===== src/sswm_pkg.sv =====
// How it works
// on enable, drive a signed bias -100..100 percent, default 0, live updates.
// position mode: in-position after error below threshold for 1 ms.
// position mode: near-position while error below threshold, no delay.
// position, speed, third mode: speed window after 10 ms below threshold.
// any mode: up-to-speed while motor speed above threshold.
// speed mode: analog command below clamp magnitude is forced to zero.
// brake released after delay from enable; delay latched only while servo off.
// outputs drop at once when condition lost; timers restart then.
package sswm_pkg;

  // ****************************************
  // operating modes
  // ****************************************
  typedef enum logic [1:0] {
    SSWM_MODE_POS    = 2'b00,
    SSWM_MODE_SPEED  = 2'b01,
    SSWM_MODE_TORQUE = 2'b10,
    SSWM_MODE_OTHER  = 2'b11
  } sswm_mode_t;

  // ****************************************
  // defaults and limits
  // ****************************************
  localparam logic signed [7:0] SSWM_BIAS_RST   = 8'sh00;
  localparam logic signed [7:0] SSWM_BIAS_MAX   = 8'sh64;
  localparam logic signed [7:0] SSWM_BIAS_MIN   = -8'sh64;
  localparam logic [11:0] SSWM_INPOS_RST        = 12'h00a;
  localparam logic [11:0] SSWM_NEAR_RST         = 12'h014;
  localparam logic [9:0]  SSWM_WIN_RST          = 10'h00a;
  localparam logic [12:0] SSWM_UTS_RST          = 13'h0014;
  localparam logic [12:0] SSWM_CLAMP_RST        = 13'h0000;
  localparam logic [13:0] SSWM_BRAKE_RST        = 14'h0000;

  // ****************************************
  // timing
  // ****************************************
  localparam int SSWM_CLK_HZ      = 25_000_000;
  localparam int SSWM_TICK_MS     = 1;
  localparam int SSWM_TICK_CYC    = SSWM_CLK_HZ / 1000 * SSWM_TICK_MS;
  localparam int SSWM_INPOS_MS    = 1;
  localparam int SSWM_WIN_MS      = 10;

endpackage : sswm_pkg


===== src/sswm_tick_if.sv =====
`timescale 1ns/10ps
// carries the millisecond tick between the divider and the monitor
interface sswm_tick_if;
  logic tick;
  modport src (output tick);
  modport dst (input  tick);
endinterface : sswm_tick_if


===== src/sswm_tick_gen.sv =====
`timescale 1ns/10ps
module sswm_tick_gen #(
  parameter int TICK_CYC = sswm_pkg::SSWM_TICK_CYC
) (
  // clock and reset
  input  wire logic  sys_clk_i,
  input  wire logic  rst_i,
  // tick out
  sswm_tick_if.src   tick_o
);

  logic [31:0] cnt_q;
  logic        tick_q;

  // free running divider, one pulse each millisecond
  always_ff @(posedge sys_clk_i or posedge rst_i) begin
    if (rst_i) begin
      cnt_q  <= 32'h0000_0000;
      tick_q <= 1'b0;
    end else if (cnt_q == 32'(TICK_CYC - 1)) begin
      cnt_q  <= 32'h0000_0000;
      tick_q <= 1'b1;
    end else begin
      cnt_q  <= cnt_q + 32'h0000_0001;
      tick_q <= 1'b0;
    end
  end

  assign tick_o.tick = tick_q;

endmodule : sswm_tick_gen


===== src/sswm_monitor.sv =====
`timescale 1ns/10ps
module sswm_monitor #(
  parameter int TICK_CYC = sswm_pkg::SSWM_TICK_CYC
) (
  // clock and reset
  input  wire logic               sys_clk_i,
  input  wire logic               rst_i,
  // drive state
  input  wire sswm_pkg::sswm_mode_t mode_i,
  input  wire logic               enable_i,
  // measured quantities
  input  wire logic signed [31:0] pos_err_i,
  input  wire logic signed [15:0] speed_err_i,
  input  wire logic signed [15:0] motor_speed_i,
  input  wire logic signed [15:0] analog_cmd_i,
  // settings
  input  wire logic signed [7:0]  initial_bias_param_i,
  input  wire logic [11:0]        in_position_size_param_i,
  input  wire logic [11:0]        near_position_size_param_i,
  input  wire logic [9:0]         speed_window_param_i,
  input  wire logic [12:0]        up_to_speed_param_i,
  input  wire logic [12:0]        zero_clamp_param_i,
  input  wire logic [13:0]        brake_release_delay_param_i,
  // output assignment enables
  input  wire logic               in_pos_assigned_i,
  input  wire logic               near_pos_assigned_i,
  input  wire logic               win_assigned_i,
  input  wire logic               uts_assigned_i,
  // status outputs
  output logic                    in_position_o,
  output logic                    near_position_o,
  output logic                    within_window_o,
  output logic                    up_to_speed_o,
  // command and actuation outputs
  output logic signed [15:0]      speed_cmd_o,
  output logic signed [7:0]       bias_o,
  output logic                    brake_release_o
);

  // ****************************************
  // helpers
  // ****************************************
  // the result is unsigned, so the most negative input still gives its true
  // size rather than wrapping back to a negative number
  function automatic logic [31:0] mag32(input logic signed [31:0] v);
    mag32 = v[31] ? 32'(-v) : 32'(v);
  endfunction : mag32

  function automatic logic [15:0] mag16(input logic signed [15:0] v);
    mag16 = v[15] ? 16'(-v) : 16'(v);
  endfunction : mag16

  sswm_tick_if tick_bus ();

  sswm_tick_gen #(.TICK_CYC(TICK_CYC)) u_tick (
    .sys_clk_i (sys_clk_i),
    .rst_i     (rst_i),
    .tick_o    (tick_bus)
  );

  // one pulse per millisecond, shared by both timers and the brake delay;
  // the divider runs from reset rather than from each condition, so the
  // first tick after a condition starts can come on any edge
  logic ms_tick;
  assign ms_tick = tick_bus.tick;

  // ****************************************
  // compare conditions
  // ****************************************
  logic pos_mode, win_mode, spd_mode;
  logic in_cond, near_cond, win_cond, uts_cond;

  // errors compare by magnitude, so a deviation of either sign qualifies;
  // every compare is strict, so a zero error threshold keeps that output off,
  // and an output that is not assigned never asserts whatever its condition
  // the window check covers position, speed and torque, never the spare mode
  assign pos_mode  = (mode_i == sswm_pkg::SSWM_MODE_POS);
  assign spd_mode  = (mode_i == sswm_pkg::SSWM_MODE_SPEED);
  assign win_mode  = pos_mode | spd_mode | (mode_i == sswm_pkg::SSWM_MODE_TORQUE);
  assign in_cond   = pos_mode & in_pos_assigned_i
                   & (mag32(pos_err_i) < {20'h0_0000, in_position_size_param_i});
  assign near_cond = pos_mode & near_pos_assigned_i
                   & (mag32(pos_err_i) < {20'h0_0000, near_position_size_param_i});
  assign win_cond  = win_mode & win_assigned_i
                   & (mag16(speed_err_i) < {6'h00, speed_window_param_i});
  assign uts_cond  = uts_assigned_i
                   & (mag16(motor_speed_i) > {3'h0, up_to_speed_param_i});

  // ****************************************
  // qualification timers
  // ****************************************
  // a tick on the very edge where the condition starts would count a partial
  // millisecond, so one extra tick is demanded; the wait is then between n and
  // n+1 ms, never shorter than n
  // the counters stop at their end value, so a long stay never wraps
  localparam logic [4:0] IN_DONE  = 5'(sswm_pkg::SSWM_INPOS_MS + 1);
  localparam logic [4:0] WIN_DONE = 5'(sswm_pkg::SSWM_WIN_MS + 1);
  logic [4:0] in_cnt_q, win_cnt_q;
  logic       in_pos_q, win_q;

  always_ff @(posedge sys_clk_i or posedge rst_i) begin
    if (rst_i) begin
      in_cnt_q <= 5'h00;
      in_pos_q <= 1'b0;
    end else if (!in_cond) begin
      in_cnt_q <= 5'h00;
      in_pos_q <= 1'b0;
    end else if (ms_tick && in_cnt_q != IN_DONE) begin
      in_cnt_q <= in_cnt_q + 5'h01;
      in_pos_q <= (in_cnt_q + 5'h01) == IN_DONE;
    end
  end

  always_ff @(posedge sys_clk_i or posedge rst_i) begin
    if (rst_i) begin
      win_cnt_q <= 5'h00;
      win_q     <= 1'b0;
    end else if (!win_cond) begin
      win_cnt_q <= 5'h00;
      win_q     <= 1'b0;
    end else if (ms_tick && win_cnt_q != WIN_DONE) begin
      win_cnt_q <= win_cnt_q + 5'h01;
      win_q     <= (win_cnt_q + 5'h01) == WIN_DONE;
    end
  end

  // direct status flops; near position and up to speed have no
  // qualification time and simply follow their condition one cycle later
  always_ff @(posedge sys_clk_i or posedge rst_i) begin
    if (rst_i) begin
      near_position_o <= 1'b0;
      up_to_speed_o   <= 1'b0;
    end else begin
      near_position_o <= near_cond;
      up_to_speed_o   <= uts_cond;
    end
  end

  // mask the timed flags so a lost condition drops the output on the next edge, with the flag, not one edge after it
  // the mask also drops them at once when the mode leaves its set
  always_ff @(posedge sys_clk_i or posedge rst_i) begin
    if (rst_i) begin
      in_position_o   <= 1'b0;
      within_window_o <= 1'b0;
    end else begin
      in_position_o   <= in_pos_q & in_cond;
      within_window_o <= win_q & win_cond;
    end
  end

  // ****************************************
  // zero clamp
  // ****************************************
  // only speed mode clamps; other modes pass the command through untouched.
  // the command is registered, so it lags the input by one cycle
  always_ff @(posedge sys_clk_i or posedge rst_i) begin
    if (rst_i) begin
      speed_cmd_o <= 16'sh0000;
    end else if (spd_mode && mag16(analog_cmd_i) < {3'h0, zero_clamp_param_i}) begin
      speed_cmd_o <= 16'sh0000;
    end else begin
      speed_cmd_o <= analog_cmd_i;
    end
  end

  // ****************************************
  // initial current bias
  // ****************************************
  // out of range settings saturate rather than wrap
  // a disabled drive holds no bias; a new setting takes effect on the next edge
  logic signed [7:0] bias_sat;
  always_comb begin
    bias_sat = initial_bias_param_i;
    if (initial_bias_param_i > sswm_pkg::SSWM_BIAS_MAX) begin
      bias_sat = sswm_pkg::SSWM_BIAS_MAX;
    end else if (initial_bias_param_i < sswm_pkg::SSWM_BIAS_MIN) begin
      bias_sat = sswm_pkg::SSWM_BIAS_MIN;
    end
  end

  always_ff @(posedge sys_clk_i or posedge rst_i) begin
    if (rst_i) begin
      bias_o <= sswm_pkg::SSWM_BIAS_RST;
    end else begin
      bias_o <= enable_i ? bias_sat : 8'sh00;
    end
  end

  // ****************************************
  // brake release delay
  // ****************************************
  // the first tick after enable may land on the very next edge, so the count
  // runs one past the setting: release comes n to n+1 ms after enable and
  // never early; one extra counter bit lets the largest setting still end
  logic [13:0] brake_dly_q;
  logic [14:0] brake_cnt_q;

  // the setting is only sampled while the servo is off
  always_ff @(posedge sys_clk_i or posedge rst_i) begin
    if (rst_i) begin
      brake_dly_q <= sswm_pkg::SSWM_BRAKE_RST;
    end else if (!enable_i) begin
      brake_dly_q <= brake_release_delay_param_i;
    end
  end

  always_ff @(posedge sys_clk_i or posedge rst_i) begin
    if (rst_i) begin
      brake_cnt_q     <= 15'h0000;
      brake_release_o <= 1'b0;
    end else if (!enable_i) begin
      brake_cnt_q     <= 15'h0000;
      brake_release_o <= 1'b0;
    end else if (brake_dly_q == 14'h0000 || brake_cnt_q > {1'b0, brake_dly_q}) begin
      brake_release_o <= 1'b1;
    end else if (ms_tick) begin
      brake_cnt_q <= brake_cnt_q + 15'h0001;
    end
  end

endmodule : sswm_monitor


===== config.mk =====
export PLATFORM = sky130hd
export DESIGN_NAME = sswm_monitor
export DESIGN_NICKNAME = d
export VERILOG_FILES = /design/src/sswm_pkg.sv /design/src/sswm_tick_if.sv /design/src/sswm_tick_gen.sv /design/src/sswm_monitor.sv
export SDC_FILE = /design/constraint.sdc
export NUM_CORES = 1
export LEC_CHECK = 0
export BUFFER_PORTS_ARGS = -buffer_cell sky130_fd_sc_hd__buf_2
export CAP_MARGIN = 30
export CORE_MARGIN = 5
export CORE_UTILIZATION = 32
export DETAILED_ROUTE_END_ITERATION = 16
export GPL_TIMING_DRIVEN = 0
export PLACE_DENSITY = 0.6
export SLEW_MARGIN = 25
export SYNTH_ARGS = -nofsm -noshare
export SYNTH_HDL_FRONTEND = slang
export SYNTH_SLANG_ARGS = --single-unit

===== constraint.sdc =====
create_clock -name sys_clk_i -period 2.8 [get_ports sys_clk_i]
set_input_delay 0.28 -clock sys_clk_i [delete_from_list [all_inputs] [get_ports sys_clk_i]]
set_output_delay 0.28 -clock sys_clk_i [all_outputs]
set_load 0.1 [all_outputs]

==> results.json <==
{
  "status": "complete, but fails checks",
  "violations": "negative setup slack",
  "fin_area_sq_um": 10100,
  "gp_routability_congestion": 0.887,
  "place_ws_ns": -1.05,
  "required_ns": 3.04,
  "synth_edf_count": 0,
  "synthesis.area_sq_um": 8010,
  "yosysWarnings": 0,
  "cts_hold_buf": 0,
  "syn-instance-count": 916,
  "root_buffer": "clkbuf_16",
  "synthArstFlopShare": 1.00,
  "clkLatencyLatePin_ns": 0.35,
  "antenna_found_initial": 1,
  "cts_sinks": 103,
  "seqPwrFrac": 0.400,
  "first_pass_iters": 5,
  "place_area_sq_um": 9500,
  "vias": 7347,
  "grt_pass1_vias": 7578,
  "final_hold_viol_count": 0,
  "cp-start-kind": "primary input",
  "regToRegSetupSlack_ns": 0.21,
  "cts_buffers": 9,
  "diodes": 0,
  "clockPowerShare": 0.334,
  "dpl.hpwl_um": 18000,
  "nets": 1391,
  "grt_pass1_wl_um": 36500,
  "ys_seq_area_frac": 0.322,
  "wl_per_cell_um": 14.9,
  "die_y_um": 168,
  "fin_util": 0.404,
  "syn_area_per_cell_sq_um": 8.75,
  "die_area_sq_um": 28300,
  "rsz0062_at_grt": "yes",
  "synth_area_leader_cell": "dfrtp_1",
  "die_w_um": 168,
  "crit-reg2reg-capture": "brake_cnt_q[8]",
  "mostFrequentLayoutCells": "buf_2 (193), dfrtp_1 (103), inv_1 (101)",
  "hp-class": "primary input to async pin",
  "p_per_area_nw_per_um2": 387,
  "worst_clock_skew_ns": 0.00832,
  "rr_startpoint": "brake_dly_q[1]",
  "track_usage": 0.155,
  "critPathKind": "primary input to register",
  "cp.arrival_ns": 3.54,
  "internal_power_mw": 2.63,
  "fin_crit_sh": 1.18,
  "finalSetupViolCount": 16,
  "end_kind": "register",
  "ys_ff_latch": 103,
  "power_frac_comb": 0.267,
  "port_buffers": 196,
  "worst_pin_slew_ns": 0.633,
  "switching_share": 0.323,
  "final_cells": 1473,
  "maxCapViolCount": 0,
  "net-switching-power_mw": 1.26,
  "final_layout_size_suffix_gt1_frac": 0.254,
  "wl_um": 22000,
  "gr-total-overflow": 0,
  "yosysTopAreaCellShare": 0.322,
  "crit_path_start": "analog_cmd_i[5]",
  "start_util": 0.322,
  "slew_headroom": 0.577,
  "yosysUniqueCellTypes": 70,
  "synth_area_leaders": "dfrtp_1 (32%), ha_1 (13%), xnor2_1 (6.6%)",
  "postSynthNetCount": 1169,
  "num-fill-cells": 2516,
  "area_growth_pct": 25.6,
  "viasPerCell": 4.99,
  "reg2reg_depth": 9,
  "clk_path_buf_depth": 2,
  "worst_slack_ns": -0.500,
  "io_pins": 200,
  "placed_cells": 1445,
  "path_clk_slew_ns": 0.07,
  "core_area_sq_um": 24900,
  "layout_commonest_cell": "buf_2",
  "setup_tns_ns": -7.12,
  "vdd_ir_drop_max_uv": 352,
  "fin_crit_ns": 3.30,
  "fmax_mhz": 303,
  "finalMaxSlewViolations": 0,
  "drc_errors": 0,
  "drt_iter0_markers": 315,
  "tritoncts": "yes",
  "grt_max_degree": 31,
  "ant_nets": 0,
  "placementRows": 58,
  "h-tree-depth": 3,
  "critPathMaxFanout": 4,
  "yosys_most_used_dff": "dfrtp_1",
  "leakagePower_nw": 4.73
}
[registers in the layout (all words and copies together) (netlist names)]
name	count
bias_o	8
brake_cnt_q	15
brake_dly_q	14
brake_release_o	1
in_cnt_q	5
in_pos_q	1
in_position_o	1
near_position_o	1
speed_cmd_o	16
u_tick.cnt_q	32
u_tick.tick_o.tick	1
up_to_speed_o	1
win_cnt_q	5
win_q	1
within_window_o	1
[routing by layer]
metal  global-route usage  vias to the layer above  routed length [um]
li1                     -                     3713                   -
met1                0.192                     3385                9690
met2                0.267                      222               10500
met3               0.0448                       25                1470
met4               0.0360                        2                 306
met5                    0                        -                   7
[logic make-up after synthesis]
family          Yosys count  synth area share
mux                      17            0.0236
buf+inv                 117            0.0557
flops                   103             0.322
simple gates            350             0.237
xor+xnor                 89            0.0973
compound gates          158             0.136
fa+ha+maj                82             0.128
[synthesized netlist by cell type, types with 3 or more instances]
| cell | number |
|---|---|
| mux2_2 | 15 |
| a21o_1 | 14 |
| nor3b_1 | 4 |
| ha_1 | 82 |
| a31o_2 | 4 |
| or2_2 | 4 |
| o21ai_0 | 38 |
| o31a_1 | 3 |
| nor2b_1 | 23 |
| o2111ai_1 | 6 |
| xnor2_1 | 60 |
| or3_1 | 19 |
| o21a_1 | 6 |
| inv_1 | 102 |
| nand2_1 | 57 |
| nor3_1 | 30 |
| nand4b_1 | 5 |
| o211ai_1 | 4 |
| and3_1 | 9 |
| clkbuf_1 | 10 |
| o41ai_1 | 3 |
| a21oi_1 | 30 |
| nor2_1 | 69 |
| o31ai_1 | 14 |
| nand4_1 | 27 |
| dfrtp_1 | 103 |
| nand2b_1 | 16 |
| a31oi_1 | 4 |
| xor2_1 | 29 |
| or4_1 | 9 |
| nand3_1 | 39 |
| nor4_1 | 21 |
| a211oi_1 | 7 |
[power groups by stage]
stage	Combinational, mW	Sequential (mW)	Clock, mW
final	1.04	1.56	1.30
after global routing	1.16	1.56	1.41
after CTS	1.02	1.56	1.36
after detailed placement	1.00	1.58	0
after global placement	0.973	1.59	0
after floorplan	0.476	1.76	0
[through the flow]
stage	power, mW	hold WS (ns)
global placement	2.56	0.443
floorplan	2.24	0.410
global route	4.13	0.0612
detailed placement	2.59	0.399
finish	3.89	0.00673
CTS	3.94	0.0104
[area by class of cell]
class	instances	area [sq um]	share of cell area
well taps	330	413	0.0410
repair buffers	211	1160	0.115
clock buffers	9	225	0.0224
multi-input cells	696	5150	0.512
inverters	104	398	0.0395
clock inverters	7	77.6	0.00771
flip-flops and latches	103	2580	0.256
plain buffers	13	61.3	0.00609
[worst max path at each step]
stage / to / slack [ns] / cells past startpoint
final: speed_cmd_o[15] / -0.50 / 13
after global routing: speed_cmd_o[15] / -0.58 / 13
after CTS: speed_cmd_o[6] / -0.53 / 13
after detailed placement: speed_cmd_o[0] / -1.05 / 13
after global placement: speed_cmd_o[0] / -1.04 / 13
after floorplan: speed_cmd_o[15] / -0.58 / 11
[critical path: stages]
cell      delay, ns
buf_8          0.09
or4_4          0.54
or3_4          0.40
or4_4          0.44
nand2_2        0.10
xnor2_2        0.11
ha_1           0.25
and4_1         0.17
a221o_1        0.29
a31o_2         0.24
a221oi_4       0.30
buf_6          0.16
and2b_1        0.17
[repair_timing]
item,in CTS,in global routing
buffers inserted,6,5
endpoints found under the hold margin,0,0
setup endpoints to repair,27,35
resized for setup,21,20
pin swaps,6,5
cloned,1,0
Note: power is estimated with default switching activity, not from simulation.
